$ cat src/common/adc_seq_defs.svh
// timing counts, command encodings and reset values of the conversion sequencer
`ifndef ADC_SEQ_DEFS_SVH
`define ADC_SEQ_DEFS_SVH

// system clock and fastest allowed sequencer clock, in hertz
`define SYS_CLK_HZ 25000000
`define SEQ_CLK_MAX_HZ 2600000
// sequencer tick divisor, rounded up so the tick never exceeds the fastest rate
`define SEQ_DIV ((`SYS_CLK_HZ + `SEQ_CLK_MAX_HZ - 1) / `SEQ_CLK_MAX_HZ)

// data bus and result widths
`define BUS_W 16
`define RESULT_W 13
`define CMD_W 6

// sequencer cycle counts
`define SEQ_CNT_W 7
`define CONV_CYCLES 7'h1B
`define CAL_CYCLES 7'h69
`define SAMPLE_FIRST 7'h03
`define SAMPLE_LAST 7'h0A
`define FIRST_CYCLE 7'h01

// command word patterns on the six low data lines: (word & mask) == value
`define CMD_CONV_MASK 6'h31
`define CMD_CONV_VALUE 6'h20
`define CMD_CAL_MASK 6'h2F
`define CMD_CAL_VALUE 6'h00

// reset values
`define RST_DONE_N 1'b1
`define RST_RESULT 13'h0000
`define RST_DATA_OUT 16'h0000

`endif

$ cat src/common/adc_seq_pkg.sv
// types shared by the conversion sequencer
package adc_seq_pkg;

  typedef enum logic [2:0] {
    ST_IDLE = 3'b001,
    ST_CONV = 3'b010,
    ST_CAL = 3'b100
  } seq_state_type;

  typedef enum logic [1:0] {
    CMD_NONE = 2'b00,
    CMD_CONV = 2'b01,
    CMD_CAL = 2'b10
  } cmd_type;

endpackage

$ cat src/verilog/seq_clock_divider.sv
// divider that makes the one-cycle sequencer tick from the system clock
`include "adc_seq_defs.svh"

module seq_clock_divider #(
  parameter int DIV = `SEQ_DIV
) (
  input wire logic clk,
  input wire logic srst,
  input wire logic run,
  input wire logic restart,
  output logic tick
);

  localparam int CW = (DIV > 1) ? $clog2(DIV) : 1;

  logic [CW-1:0] cnt_q;
  logic tick_q;
  wire last_w;

  assign last_w = (cnt_q == CW'(DIV - 1));
  assign tick = tick_q;

  // restart realigns the phase so a freshly latched command gets a full first cycle
  always_ff @(posedge clk) begin
    if (srst) begin
      cnt_q <= '0;
      tick_q <= 1'b0;
    end else begin
      tick_q <= 1'b0;
      if (restart) begin
        cnt_q <= '0;
      end else if (run) begin
        if (last_w) begin
          cnt_q <= '0;
          tick_q <= 1'b1;
        end else begin
          cnt_q <= cnt_q + 1'b1;
        end
      end
    end
  end

endmodule

$ cat src/verilog/adc_host_conversion_sequencer.sv
// host bus and conversion sequencer of a self-calibrating 13-bit converter
//
// How it works
// - calibration never starts at power-up or reset, only when the host writes the calibrate word.
// - a conversion runs whether or not a calibration has completed; calibration only adds accuracy.
// - a conversion word on the six low data lines is latched and started when select or write returns high.
// - the analog input is sampled during sequencer cycles three through ten of a conversion.
// - a conversion ends at the end of its twenty-seventh cycle with the result then readable.
// - the done flag goes low when a conversion completes.
// - a new command is accepted at once after completion, with no idle cycles.
// - a command latched while a sequence runs abandons it and restarts from cycle one.
// - while select and read are both low the result is driven onto the data bus.
// - the result is right justified two's complement with the sign copied into the upper bus bits.
// - the sign bit is low for a positive and high for a negative input difference.
// - the data outputs are released when read rises at the end of the access.
// - calibration occupies the sequencer for 105 cycles and conversion for 27, in any order.
// - the done flag returns high on a falling select-and-read or select-and-write strobe.
// - the device inserts one wait state at the start of a read access, with the data already driven.
// - stored calibration is invalid once the sequencer clock stops, until a new calibrate.
`include "adc_seq_defs.svh"

module adc_host_conversion_sequencer #(
  parameter int BUS_W = `BUS_W,
  parameter int RES_W = `RESULT_W,
  parameter int DIV = `SEQ_DIV
) (
  input wire logic CLK_SYS,
  input wire logic SRST,
  input wire logic CS_N,
  input wire logic WR_N,
  input wire logic RD_N,
  input wire logic [BUS_W-1:0] DATA_IN,
  output logic [BUS_W-1:0] DATA_OUT,
  output logic DATA_OE,
  output logic DONE_N,
  output logic WAIT_INSERT,
  input wire logic CLK_HALT,
  input wire logic [RES_W-1:0] ADC_CODE,
  output logic SAMPLE_EN,
  output logic CAL_VALID,
  output adc_seq_pkg::seq_state_type SEQ_STATE
);
  import adc_seq_pkg::*;

  ////////////////////////////////////////////////////////////////////////////////
  // command decode

  function automatic cmd_type decode_cmd(input logic [`CMD_W-1:0] word);
    cmd_type c;
    c = CMD_NONE;
    if ((word & `CMD_CONV_MASK) == `CMD_CONV_VALUE) begin
      c = CMD_CONV;
    end else if ((word & `CMD_CAL_MASK) == `CMD_CAL_VALUE) begin
      c = CMD_CAL;
    end
    return c;
  endfunction

  ////////////////////////////////////////////////////////////////////////////////
  // host strobes

  logic wr_act_q;
  logic rd_act_q;
  logic [`CMD_W-1:0] cmd_word_q;
  wire wr_act;
  wire rd_act;
  wire wr_rise;
  wire wr_fall;
  wire rd_fall;
  wire cmd_type latched_cmd;
  wire cmd_go;
  wire conv_go;
  wire cal_go;

  assign wr_act = ~CS_N & ~WR_N;
  assign rd_act = ~CS_N & ~RD_N;
  assign wr_rise = wr_act_q & ~wr_act;
  assign wr_fall = wr_act & ~wr_act_q;
  assign rd_fall = rd_act & ~rd_act_q;
  assign latched_cmd = decode_cmd(cmd_word_q);
  assign conv_go = wr_rise & (latched_cmd == CMD_CONV);
  assign cal_go = wr_rise & (latched_cmd == CMD_CAL);
  assign cmd_go = conv_go | cal_go;

  // the word is held while the write strobe is low and used when it rises
  always_ff @(posedge CLK_SYS) begin
    if (SRST) begin
      wr_act_q <= 1'b0;
      rd_act_q <= 1'b0;
      cmd_word_q <= '0;
    end else begin
      wr_act_q <= wr_act;
      rd_act_q <= rd_act;
      if (wr_act) begin
        cmd_word_q <= DATA_IN[`CMD_W-1:0];
      end
    end
  end

  ////////////////////////////////////////////////////////////////////////////////
  // sequencer

  seq_state_type state_q;
  seq_state_type state_d;
  logic [`SEQ_CNT_W-1:0] cnt_q;
  logic [`SEQ_CNT_W-1:0] cnt_d;
  wire tick;
  wire busy;
  wire at_conv_end;
  wire at_cal_end;
  wire conv_end;
  wire cal_end;

  // the tick stops with the sequencer clock, and restarts its phase on each latch
  seq_clock_divider #(
    .DIV(DIV)
  ) u_div (
    .clk(CLK_SYS),
    .srst(SRST),
    .run(~CLK_HALT),
    .restart(cmd_go),
    .tick(tick)
  );

  assign busy = (state_q != ST_IDLE);
  assign at_conv_end = (state_q == ST_CONV) & (cnt_q == `CONV_CYCLES);
  assign at_cal_end = (state_q == ST_CAL) & (cnt_q == `CAL_CYCLES);
  // a command in the last cycle abandons the sequence, so no completion is reported
  assign conv_end = tick & at_conv_end & ~cmd_go;
  assign cal_end = tick & at_cal_end & ~cmd_go;

  always_comb begin
    state_d = state_q;
    cnt_d = cnt_q;
    if (conv_go) begin
      state_d = ST_CONV;
      cnt_d = `FIRST_CYCLE;
    end else if (cal_go) begin
      state_d = ST_CAL;
      cnt_d = `FIRST_CYCLE;
    end else if (tick & busy) begin
      if (at_conv_end | at_cal_end) begin
        state_d = ST_IDLE;
      end else begin
        cnt_d = cnt_q + 1'b1;
      end
    end
  end

  always_ff @(posedge CLK_SYS) begin
    if (SRST) begin
      state_q <= ST_IDLE;
      cnt_q <= '0;
    end else begin
      case (state_d)
        ST_IDLE: state_q <= ST_IDLE;
        ST_CONV: state_q <= ST_CONV;
        ST_CAL: state_q <= ST_CAL;
        default: state_q <= ST_IDLE;
      endcase
      cnt_q <= cnt_d;
    end
  end

  assign SEQ_STATE = state_q;

  ////////////////////////////////////////////////////////////////////////////////
  // sampling, calibration state and result

  logic sample_q;
  logic cal_valid_q;
  logic [RES_W-1:0] result_q;
  wire sample_d;
  wire sign_bit;
  wire [BUS_W-1:0] bus_word;

  assign sample_d = (state_d == ST_CONV) & (cnt_d >= `SAMPLE_FIRST) & (cnt_d <= `SAMPLE_LAST);
  assign sign_bit = result_q[RES_W-1];
  assign bus_word = {{(BUS_W - RES_W){sign_bit}}, result_q};

  always_ff @(posedge CLK_SYS) begin
    if (SRST) begin
      sample_q <= 1'b0;
      cal_valid_q <= 1'b0;
      result_q <= `RST_RESULT;
    end else begin
      sample_q <= sample_d;
      if (CLK_HALT | cal_go) begin
        cal_valid_q <= 1'b0;
      end else if (cal_end) begin
        cal_valid_q <= 1'b1;
      end
      if (conv_end) begin
        result_q <= ADC_CODE;
      end
    end
  end

  assign SAMPLE_EN = sample_q;
  assign CAL_VALID = cal_valid_q;

  ////////////////////////////////////////////////////////////////////////////////
  // done flag, read port and wait insertion

  logic done_n_q;
  logic oe_q;
  logic wait_q;
  logic [BUS_W-1:0] dout_q;
  logic done_n_d;

  // completion wins over a clearing strobe in the same cycle
  always_comb begin
    done_n_d = done_n_q;
    if (rd_fall | wr_fall | cmd_go) begin
      done_n_d = 1'b1;
    end
    if (conv_end) begin
      done_n_d = 1'b0;
    end
  end

  always_ff @(posedge CLK_SYS) begin
    if (SRST) begin
      done_n_q <= `RST_DONE_N;
      oe_q <= 1'b0;
      wait_q <= 1'b0;
      dout_q <= `RST_DATA_OUT;
    end else begin
      done_n_q <= done_n_d;
      oe_q <= rd_act;
      wait_q <= rd_act & ~oe_q;
      dout_q <= bus_word;
    end
  end

  assign DONE_N = done_n_q;
  assign DATA_OE = oe_q;
  assign WAIT_INSERT = wait_q;
  assign DATA_OUT = dout_q;

  ////////////////////////////////////////////////////////////////////////////////
  // checks

  logic [`SEQ_CNT_W-1:0] ticks_q;

  // ticks seen since the latest command latch
  always_ff @(posedge CLK_SYS) begin
    if (SRST | cmd_go) begin
      ticks_q <= '0;
    end else if (tick & busy) begin
      ticks_q <= ticks_q + 1'b1;
    end
  end
endmodule

$ cat config.mk
export PLATFORM = sky130hd
export DESIGN_NAME = adc_host_conversion_sequencer
export DESIGN_NICKNAME = d
export VERILOG_FILES = /design/src/common/adc_seq_pkg.sv /design/src/verilog/seq_clock_divider.sv /design/src/verilog/adc_host_conversion_sequencer.sv
export VERILOG_INCLUDE_DIRS = /design/src /design/src/common
export SDC_FILE = /design/constraint.sdc
export NUM_CORES = 1
export LEC_CHECK = 0
export BUFFER_PORTS_ARGS = -buffer_cell sky130_fd_sc_hd__buf_2
export CORE_UTILIZATION = 35
export CTS_BUF_LIST = sky130_fd_sc_hd__clkbuf_4 sky130_fd_sc_hd__clkbuf_8
export CTS_CLUSTER_DIAMETER = 60
export DETAILED_ROUTE_END_ITERATION = 8
export MAX_ROUTING_LAYER = met4
export PLACE_DENSITY = 0.65
export SLEW_MARGIN = 10
export SYNTH_ARGS = -nofsm -noshare
export SYNTH_HDL_FRONTEND = slang
export SYNTH_HIERARCHICAL = 1
export SYNTH_SLANG_ARGS = --single-unit
$ cat constraint.sdc
create_clock -name CLK_SYS -period 2.6 [get_ports CLK_SYS]
set_input_delay 0.52 -clock CLK_SYS [delete_from_list [all_inputs] [get_ports CLK_SYS]]
set_output_delay 0.52 -clock CLK_SYS [all_outputs]
set_load 0.01 [all_outputs]
== After elaboration in Yosys (flattened, before gate mapping) ==
Index checks and enable logic that the tools add are counted.
Storage, ports and cells
  output and inout bits: 24
  register bits: 53
  input bits: 35
Cells by class
  bitwise logic cells: 28
  magnitude comparators: 2
  reductions and logical operators: 5
  add/sub/neg operators: 2
  mux-type cells: 15
  equal/unequal tests: 11
Operators by type and width (number)
  7-bit two-way mux: 4
  1-bit bitwise AND: 16
  3-bit two-way mux: 4
  3-bit equality test (second input constant): 3
  7-bit by 1-bit adder with 7-bit output (second input constant): 1
  7-bit by 5-bit equality test with 1-bit output (second input constant): 1
  7-bit equality test (second input constant): 1
  7-bit by 2-bit greater-or-equal comparator with 1-bit output (second input constant): 1
  7-bit by 4-bit less-or-equal comparator with 1-bit output (second input constant): 1
  1-bit NOT: 7
  3-bit by 2-bit equality test with 1-bit output (second input constant): 2
  6-bit zero test: 1
  3-bit one-hot mux with 2 select lines: 1
  1-bit bitwise OR: 5
  4-bit by 1-bit adder with 4-bit output (second input constant): 1
  4-bit equality test (second input constant): 1
  2-bit two-way mux: 2
  4-bit two-way mux: 1
  2-bit OR reduction: 2
  1-bit two-way mux: 3
  3-bit by 1-bit != test with 1-bit output (second input constant): 1
  3-bit OR reduction: 1
  2-bit by 1-bit equality test with 1-bit output (second input constant): 1
  2-bit equality test (second input constant): 1
  2-bit nonzero test: 1

== Logic depth before layout (Yosys ltp) ==
Gate-level depths: netlist (run 1).
  depth in word-level cells: 10
  gate-level depth with buffers: 8
  gate-level depth less buffers: 8

== By module ==
Netlist (run 1), hierarchy kept.
By module, submodules not included
  adc_host_conversion_sequencer: area an instance 1985.7 um^2, instances 1, cells each 227
  seq_clock_divider: area an instance 205.2 um^2, instances 1, cells each 22

== Worst setup path after synthesis (run 1) ==
OpenSTA, ideal clock, no wires.
  kind: input -> register
  start point: input WR_N
  end point: register u_div.tick_q, in the netlist u_div/tick
  cell stages on the path: 6
  library setup time: 0.096 ns
  path buffers: 0
  arrival: 1.808 ns
  required time: 2.504 ns
  setup slack: 0.696 ns
  cells stage by stage: nor2_1 > or3_1 > a21o_1 > inv_1 > or2_2 > nor4b_1
On the way
  word-level cells in the longest chain between the ends: 7
  elaborated cells on any way between the ends: 8
  those cells by class: bitwise: 7; reduce/logical: 1
Ends and longest elaborated chain
  start: declaration: RTL line adc_host_conversion_sequencer.sv:30  | input wire logic WR_N,
  1-bit NOT (*): RTL line adc_host_conversion_sequencer.sv:75  | assign wr_act = ~CS_N & ~WR_N;
  1-bit bitwise AND (*): RTL line adc_host_conversion_sequencer.sv:75
  1-bit NOT (*): RTL line adc_host_conversion_sequencer.sv:77  | assign wr_rise = wr_act_q & ~wr_act;
  1-bit bitwise AND (*): RTL line adc_host_conversion_sequencer.sv:77
  1-bit bitwise AND, on equally long branches: RTL line adc_host_conversion_sequencer.sv:81, adc_host_conversion_sequencer.sv:82
  1-bit bitwise OR (*): RTL line adc_host_conversion_sequencer.sv:83  | assign cmd_go = conv_go | cal_go;
  via cmd_go: RTL line adc_host_conversion_sequencer.sv:71  | wire cmd_go;
  3-bit OR reduction (no source line) (*)
  end signal: assignment: RTL line seq_clock_divider.sv:27  | tick_q <= 1'b0;
  end signal: assignment: RTL line seq_clock_divider.sv:29  | tick_q <= 1'b0;
  end signal: assignment: RTL line seq_clock_divider.sv:35  | tick_q <= 1'b1;
  end: declaration: RTL line seq_clock_divider.sv:17  | logic tick_q;
The timed path passes the listed nets; every way through them passes the cells marked *.
A chain may end at the register's enable or synchronous reset.

==> results of run 1 <==
[worst max-delay path by stage]
stage	start	endpoint	slack (ps)
6_report	cnt_q[0]$_SDFF_PP0_	result_q[11]$_SDFFE_PP0P_	430
5_1_grt	cnt_q[0]$_SDFF_PP0_	result_q[1]$_SDFFE_PP0P_	200
4_1_cts	cnt_q[0]$_SDFF_PP0_	result_q[11]$_SDFFE_PP0P_	410
3_5_place_dp	cnt_q[0]$_SDFF_PP0_	result_q[11]$_SDFFE_PP0P_	430
3_3_place_gp	cnt_q[0]$_SDFF_PP0_	result_q[11]$_SDFFE_PP0P_	440
2_1_floorplan	WR_N	u_div/tick$_SDFF_PP0_	700
[cell usage after synthesis (all sizes together), types with 2 or more instances]
| cell | n |
|---|---|
| clkbuf | 6 |
| nand3 | 2 |
| ha | 2 |
| nor2 | 19 |
| o22ai | 2 |
| nor2b | 17 |
| or2 | 4 |
| nor3 | 4 |
| a21o | 3 |
| nand2b | 4 |
| a21oi | 27 |
| buf | 7 |
| and2 | 3 |
| nor4 | 6 |
| dfxtp | 53 |
| o21bai | 2 |
| nor4b | 2 |
| or4 | 2 |
| o21ai | 2 |
| xor2 | 2 |
| nand2 | 49 |
| or3 | 2 |
| xnor2 | 6 |
| inv | 7 |
[cell type report]
class | count | share of cell area (%)
clock buffers | 5 | 2.69
clock inverters | 3 | 1.12
inverters | 7 | 1.03
multi-input cells | 176 | 40.1
flip-flops and latches | 53 | 41.4
well taps | 75 | 3.67
repair buffers | 50 | 9.97
[kinds of logic (layout without fill, tap and decap cells)]
kind of cell | count (synthesis) | in the layout | synth area share [%]
AOI/OAI and AO/OA | 46 | 46 | 13.7
xor gates and xnor gates | 8 | 8 | 3.20
adders and majority gates | 2 | 2 | 1.14
buffers and inverters | 20 | 65 | 4.74
DFF | 53 | 53 | 48.4
and+or+nand+nor | 120 | 120 | 28.8
[per-stage QoR]
step | total power, mW | utilization (%) | instance area [um^2] | instances
global route | 1.46 | 42.7 | 2560 | 369
floorplan | 0.886 | - | 2190 | 249
CTS | 1.42 | 42.7 | 2560 | 369
detailed placement | 0.917 | 41.1 | 2460 | 361
global placement | 0.916 | 41.1 | 2460 | 361
finish | 1.39 | 42.7 | 2560 | 369
[per-layer routing]
layer | up-vias | wire length [um] | GRT usage, %
met5 | - | 0 | -
li1 | 925 | - | -
met4 | 0 | 76 | 5.36
met3 | 9 | 255 | 5.62
met2 | 35 | 1920 | 23.2
met1 | 822 | 2140 | 19.4
[sequential cells by signal (all words and copies together), names as in the netlist, 3 cells and up]
register and cells:
DATA_OUT 13, result_q 13, SEQ_STATE 3, cnt_q 7, u_div/cnt_q 4, cmd_word_q 6
[power by group]
group	internal [mW]	switching (mW)
clock network	0.202	0.292
logic	0.0296	0.0389
registers	0.821	0.00820
total	1.05	0.339
==> results.md, run 1 <==
- Outcome: completed
- Max-slew violations: 0
- CTS tree: built
- Post-route DRC violation count: 0
- Leakage: 1.01 nW
- Yosys top cell by area: dfxtp_1
- DR WL/cell: 11.9 um
- Syn. warnings: 6
- Hold WC Path Type: primary input to register
- Data required time at the worst endpoint: 2770 ps
- Fin Setup TNS: 0 ps
- Post-CTS Hold Fix Bufs: 0
- Synth Net Count: 286
- Worst VDD drop: 0.353 mV
- Crit path buffers/inverters: 0
- Number of synthesized flops with an enable pin: 0
- Fin Hold WS: 393 ps
- Final critical-path setup slack: 426 ps
- Area share of the largest cell type after synthesis: 48.4%
- Congestion Overflow GR: 0
- GRT Total Usage: 15.6%
- Pin count of the biggest net entering global routing: 41
- Port bufs: 48
- Floorplan row count: 28
- DIE HEIGHT: 81.1 um
- Post-synth ARST share: 0%
- Worst R2R Path Depth: 7
- # diodes: 0
- Post-DP HPWL: 3130 um
- Reg-to-Reg Start: cnt_q[0]$_SDFF_PP0_
- Reg area: 1060 um^2
- Final Hold Vio Count: 0
- Max Clk Rate: 460 MHz
- First-pass DRT Iterations: 4
- Post-layout min period: 2170 ps
- Multi-input gate area: 1030 um^2
- Min-delay src: CLK_HALT
- TritonCTS Buffers: 5
- Post-DRT Antenna Nets: 0
- Post-synthesis sequential area ratio: 48.4%
- Via density: 4.85
- Synth Instances: 249
- Layout area overhead: 16.8%
- CP Depth: 7
- Critical path's top delay family: simple AND/OR/NAND/NOR gates
- Commonest non-fill, non-tap cell in the layout: dfxtp_1
- Most frequent cells in the layout: dfxtp_1, buf_2, nand2_1
- Synth Flop Type: dfxtp_1
- Post_cts resized: 0
- Layout cells sized above 1: 25.9%
- Yosys cell types: 49
- CTS max path bufs: 2
- Total core area: 5990 um^2
- Initial DRC count: 77
- Clk root buf: clkbuf_8
- DR vias: 1,791
- Clk Latency, worst-skew pair: 310 ps
- Max incr delay on CP: 420 ps
- Worst Skew: 7.63 ps
- Crit path kind: register to register
- Total wire length: 4390 um
- Post-CTS setup buffers: 0
- Vias in the first global route: 1,652
- Final net count: 330
- H-tree levels: 2
- Worst-margin pin slew: 736 ps
- Starting Density: 36.6%
- Hold path cells: 2
- Ranking of synthesized cells by area: dfxtp_1, nand2_1, a21oi_1
- First-pass GRT wire length: 7570 um
- Critical path arrival: 2350 ps
- Max Cap Viol: 0
- Clock slew at reported path FFs: 100 ps
- Initial antenna violation count: 0
- GP Congestion: 0.814
- Critical Path Most Common Cell: nand2_1
- Slew HR: 51.0%
- Hold path endpoint: CAL_VALID$_SDFFE_PP0P_
- Mean Syn Cell Area: 8.80 um^2
- Setup-failing EPs final: 0
- Crit-path cells: ha_1 > nand2b_1 > nor4_1 > and2_2 > nand2_1 > nand2_1 > a21oi_2
- Filler Cells Inserted: 617
- Slowest CP cell: dfxtp_1
- P per Cell Area: 544 nW/um^2
- Setup crit end kind: register
- FF+latch count, synth: 53
- RSZ-0062 raised after global routing: no
- CTS sink cnt: 53
- Fin crit share: 83.6%
- Startpoint Class: register
- Worst-path maximum fanout: 13
- Ports: 59
- Reg-to-Reg End: result_q[11]$_SDFFE_PP0P_
- Pre-CTS setup slack: 434 ps
- Total die area: 6580 um^2
- Die X: 81.1 um
- FF-to-FF setup slack: 430 ps
- Post-synthesis instance area: 2190 um^2
Power figures use the tool's default switching activity.
==> run 2, diff against run 1 <==
PLACE_DENSITY = 0.67   (was 0.65)
clock period = 1.82 ns   (was 2.6 ns; I/O delays follow)
==> run 2 against run 1 <==
Effect of this change: the flow now finishes with violations (setup timing); highest routed layer unchanged; power rose by 45%; utilization rose by 6.5 points; critical path type unchanged; critical path depth rose by 1; critical endpoint is now SAMPLE_EN$_SDFF_PP0_; non-clock buffer count rose by 31; final cell count rose by 8.4%; register-to-register slack got worse by 470 ps.
==> results.md, run 2 (synthesis results as in run 1) <==
- Outcome: complete, but fails checks
- Violated checks: setup timing
- H-tree levels: 2
- Worst R2R Path Depth: 8
- Post-DRT Antenna Nets: 0
- Hold WC Path Type: primary input to register
- Die X: 81.1 um
- Data required time at the worst endpoint: 2070 ps
- CTS sink cnt: 53
- Final critical-path setup slack: -49.0 ps
- Final net count: 361
- Layout cells sized above 1: 40.3%
- Worst Skew: 5.76 ps
- Max Clk Rate: 535 MHz
- Hold path endpoint: CAL_VALID$_SDFFE_PP0P_
- TritonCTS Buffers: 5
- Total core area: 5990 um^2
- RSZ-0062 raised after global routing: yes
- Post-layout min period: 1870 ps
- DR vias: 1,916
- Hold path cells: 2
- Post-route DRC violation count: 0
- FF-to-FF setup slack: -50 ps
- Worst-path maximum fanout: 3
- Post-CTS Hold Fix Bufs: 0
- Fin crit share: 103%
- Clk Latency, worst-skew pair: 300 ps
- Pin count of the biggest net entering global routing: 35
- Layout area overhead: 34.5%
- Max Cap Viol: 0
- CTS max path bufs: 2
- Congestion Overflow GR: 0
- Starting Density: 36.6%
- Vias in the first global route: 1,929
- Total die area: 6580 um^2
- Via density: 4.79
- First-pass GRT wire length: 8450 um
- GP Congestion: 0.835
- Commonest non-fill, non-tap cell in the layout: buf_2
- Port bufs: 48
- Setup crit end kind: register
- P per Cell Area: 684 nW/um^2
- Total wire length: 4830 um
- Floorplan row count: 28
- Clock slew at reported path FFs: 100 ps
- First-pass DRT Iterations: 4
- CTS tree: built
- Filler Cells Inserted: 578
- Worst VDD drop: 0.482 mV
- # diodes: 0
- Pre-CTS setup slack: -97.8 ps
- Crit path kind: register to register
- Placed cell area: 2720 um^2
- Max-slew violations: 0
- Design area: 2950 um^2
- Clk root buf: clkbuf_8
- Post-DP HPWL: 3490 um
- Critical path arrival: 2120 ps
- Startpoint Class: register
- Ports: 59
- Min-delay src: CLK_HALT
- Setup-failing EPs final: 2
- Reg-to-Reg Start: cnt_q[1]$_SDFF_PP0_
- GRT Total Usage: 17.0%
- Slew HR: 76.1%
- Initial antenna violation count: 0
- Final Hold Vio Count: 0
- Worst-margin pin slew: 359 ps
- Initial DRC count: 89
- Reg-to-Reg End: SAMPLE_EN$_SDFF_PP0_
- DIE HEIGHT: 81.1 um
- Most frequent cells in the layout: buf_2, dfxtp_1, nand2_1
- DR WL/cell: 12.1 um
- Leakage: 1.20 nW
## run 2: changes by cell type in the layout (fill, tap and decap cells not counted), moves of 2 or more
cell,change
nand2b_4,+2
nor4_2,+2
buf_4,+28
dfxtp_2,+6
nor4_1,-3
nand2b_1,-3
dfxtp_1,-6
buf_12,+2
## run 2: repair_timing
| action | CTS | global route |
|---|---|---|
| setup buffers | 1 | 0 |
| endpoints found under the setup margin | 17 | 25 |
| pin swaps | 4 | 0 |
| gates resized for setup | 19 | 7 |
## run 2: area by class of cell
type	count	area (um^2)	share of cell area, %
multi-input cells	176	1140	38.7
flip-flops and latches	53	1070	36.3
repair buffers	81	517	17.5
well taps	75	93.8	3.18
clock buffers	6	82.6	2.80
inverters	7	26.3	0.892
clock inverters	2	17.5	0.594
## run 2: metal layers
| metal | share of wire (%) | routed length, um | track usage [%] | vias to the layer above |
|---|---|---|---|---|
| met5 | 0 | 0 | - | - |
| met4 | 3.2 | 153 | 7.86 | 0 |
| met3 | 5.1 | 246 | 4.04 | 19 |
| met2 | 46 | 2240 | 28.2 | 52 |
| met1 | 45 | 2190 | 19.4 | 864 |
| li1 | - | - | - | 981 |
## run 2: through the flow
step	cells	utilization [%]	total power, mW	TNS, ps	hold WS [ps]
3_3_place_gp	391	45.4	1.32	-87.3	433
4_1_cts	400	48.6	2.03	-18.2	220
5_1_grt	400	49.2	2.10	-1230	217
2_1_floorplan	249	-	1.27	0	427
6_report	400	49.2	2.02	-72.5	226
3_5_place_dp	391	45.4	1.33	-364	440
## run 2: critical path, stage by stage (launching register included)
cell      delay (ps)
dfxtp_2          360
inv_2             50
ha_4             140
nor4b_4          120
and3_4           200
a32o_2           260
or2_4            250
a2111o_1         330
a21oi_2          100
## run 2: power breakdown
part	switching (mW)	leakage [nW]	internal (mW)
Sequential	0.0114	0.430	1.17
Combinational	0.0620	0.717	0.0622
Clock	0.391	0.0518	0.316
Total	0.464	1.20	1.55
## run 2: worst max path at each step
stage                        start  cells past startpoint                   end
6_report       cnt_q[1]$_SDFF_PP0_                      8  SAMPLE_EN$_SDFF_PP0_
5_1_grt        cnt_q[1]$_SDFF_PP0_                      8  SAMPLE_EN$_SDFF_PP0_
4_1_cts        cnt_q[1]$_SDFF_PP0_                      8  SAMPLE_EN$_SDFF_PP0_
3_5_place_dp   cnt_q[1]$_SDFF_PP0_                      8  SAMPLE_EN$_SDFF_PP0_
3_3_place_gp   cnt_q[1]$_SDFF_PP0_                      8  SAMPLE_EN$_SDFF_PP0_
2_1_floorplan  cnt_q[1]$_SDFF_PP0_                      8  SAMPLE_EN$_SDFF_PP0_
==> run 3, diff against run 2 <==
ABC_CLOCK_PERIOD_IN_PS = 1820   (was unset)
PLACE_DENSITY = unset   (was 0.67)
PLACE_DENSITY_LB_ADDON = 0.12   (was unset)
==> run 3 against run 2 <==
Effect of this change: largest power group unchanged; first-iteration DRC count decreased by 38%; the flow still finishes with violations (setup timing); final cell count up 1.3%; global-route usage shrank 0.32 points; via count decreased by 0.31%; register-to-register slack about the same; critical path type unchanged.
==> results.md, run 3 (synthesis results as in run 1) <==
- First-pass GRT wire length: 8070 um
- Ports: 59
- Critical path's top delay family: simple AND/OR/NAND/NOR gates
- Pin count of the biggest net entering global routing: 36
- Clock slew at reported path FFs: 110 ps
- # diodes: 0
- Via density: 4.72
- Clk root buf: clkbuf_8
- Post-CTS Hold Fix Bufs: 0
- Setup-failing EPs final: 2
- Pint: 1.53 mW
- First-pass DRT Iterations: 6
- CTS max path bufs: 2
- Final net count: 366
- H-tree levels: 2
- Switching part of the total: 25.6%
- Reg area: 1060 um^2
- Multi-input gate area: 1290 um^2
- Total core area: 5990 um^2
- Clock power frac: 35.4%
- Vias in the first global route: 1,783
- Worst-margin pin slew: 418 ps
- Post-layout min period: 1880 ps
- Die X: 81.1 um
- Total wire length: 4930 um
- Reg power frac: 57.8%
- Worst Skew: 8.27 ps
- Placed cell area: 2760 um^2
- TritonCTS Buffers: 5
- Worst-path maximum fanout: 3
- CTS tree: built
- Port bufs: 48
- Design area: 3170 um^2
- Final Hold Vio Count: 0
- Most frequent cells in the layout: dfxtp_1, buf_2, nand2_1, buf_4, nor2_1
- DR WL/cell: 12.2 um
- Floorplan row count: 28
- Setup crit end kind: register
- Starting Density: 36.6%
- RSZ-0062 raised after global routing: yes
- Initial DRC count: 55
- Layout area overhead: 44.7%
- GP Congestion: 0.823
- Gate power share: 6.8%
- Crit path buffers/inverters: 2
- Outcome: complete, but fails checks
- Clk Latency, worst-skew pair: 320 ps
- Post-DP HPWL: 3360 um
- Violated checks: setup timing
- Total die area: 6580 um^2
- Critical Path Most Common Cell: buf_6
- Post-DRT Antenna Nets: 0
- Final critical-path setup slack: -57.1 ps
- Crit-path cells: buf_6 > or3b_4 > buf_6 > nor4_4 > nor3_2 > o31a_1 > a21o_1 > a21oi_2
- Congestion Overflow GR: 0
- Critical path arrival: 2130 ps
- Max Cap Viol: 0
- Fin Setup TNS: -59.2 ps
- DR vias: 1,910
- P per Cell Area: 647 nW/um^2
- Max Clk Rate: 533 MHz
- Startpoint Class: register
- Crit path kind: register to register
- Commonest non-fill, non-tap cell in the layout: dfxtp_1
- Slew HR: 72.1%
- Max incr delay on CP: 410 ps
- Worst VDD drop: 0.400 mV
- Data required time at the worst endpoint: 2080 ps
- Filler Cells Inserted: 583
- Slowest CP cell: or3b_4
- Post-route DRC violation count: 0
- Max-slew violations: 0
- Hold WC Path Type: primary input to register
- Leakage: 1.33 nW
- Net Sw Power: 0.525 mW
- Initial antenna violation count: 0
- CTS sink cnt: 53
- Layout cells sized above 1: 47.3%
- DIE HEIGHT: 81.1 um
- GRT Total Usage: 16.7%
- Fin crit share: 103%
-- run 3: changes by cell type in the layout (fill, tap and decap cells not counted), sizes merged --
cell	before	now
buf	81	85
clkinv	1	3
inv	8	7
-- run 3: final timing paths --
path                             to                    start  cells after the start  slack [ps]
max            SAMPLE_EN$_SDFF_PP0_  SEQ_STATE[0]$_SDFF_PP1_                      8         -60
min          CAL_VALID$_SDFFE_PP0P_                 CLK_HALT                      2         240
max reg2reg    SAMPLE_EN$_SDFF_PP0_  SEQ_STATE[0]$_SDFF_PP1_                      8         -60
min reg2reg  WAIT_INSERT$_SDFF_PP0_       DATA_OE$_SDFF_PP0_                      1         460
-- run 3: metrics by stage --
| stage | util (%) | total power [mW] | hold slack [ps] | instances | setup WS, ps |
|---|---|---|---|---|---|
| 3_5_place_dp | 46.0 | 1.33 | 439 | 394 | -148 |
| 4_1_cts | 49.7 | 2.07 | 228 | 404 | -59.9 |
| 2_1_floorplan | - | 1.27 | 427 | 249 | 0.429 |
| 5_1_grt | 52.9 | 2.16 | 217 | 405 | -144 |
| 3_3_place_gp | 46.0 | 1.33 | 434 | 394 | -144 |
| 6_report | 52.9 | 2.05 | 236 | 405 | -57.1 |
-- run 3: worst reg2reg max path, stage by stage, from the launching register on --
cell	delay, ps
dfxtp_2	350
buf_6	110
or3b_4	410
buf_6	130
nor4_4	180
nor3_2	80
o31a_1	260
a21o_1	170
a21oi_2	130
-- run 3: power groups by stage --
| stage | Clock [mW] | Sequential [mW] | Combinational [mW] |
|---|---|---|---|
| 6_report | 0.726 | 1.19 | 0.140 |
| 5_1_grt | 0.815 | 1.19 | 0.154 |
| 4_1_cts | 0.755 | 1.18 | 0.126 |
| 3_5_place_dp | 0 | 1.21 | 0.119 |
| 3_3_place_gp | 0 | 1.21 | 0.119 |
| 2_1_floorplan | 0 | 1.21 | 0.0561 |
-- run 3: repair_timing --
action | CTS | global route
gates cloned | 0 | 1
setup buffers | 2 | 0
resized for setup | 19 | 42
setup endpoints to repair | 24 | 22
pin swaps | 8 | 29
-- run 3: per-layer routing --
| metal | part of all wire (%) | wire length (um) | GRT usage (%) |
|---|---|---|---|
| met3 | 4.1 | 200 | 3.71 |
| met1 | 48 | 2380 | 21.4 |
| met5 | 0 | 0 | - |
| met4 | 0.43 | 21 | 6.43 |
| met2 | 47 | 2330 | 25.6 |
-- run 3: cell type report --
type	count	area share, %
clock buffer	5	2.17
clock inverter	3	1.07
inverter	7	0.829
multi-input combinational	176	40.8
sequential	53	33.6
tap	75	2.96
timing repair buffer	86	18.5
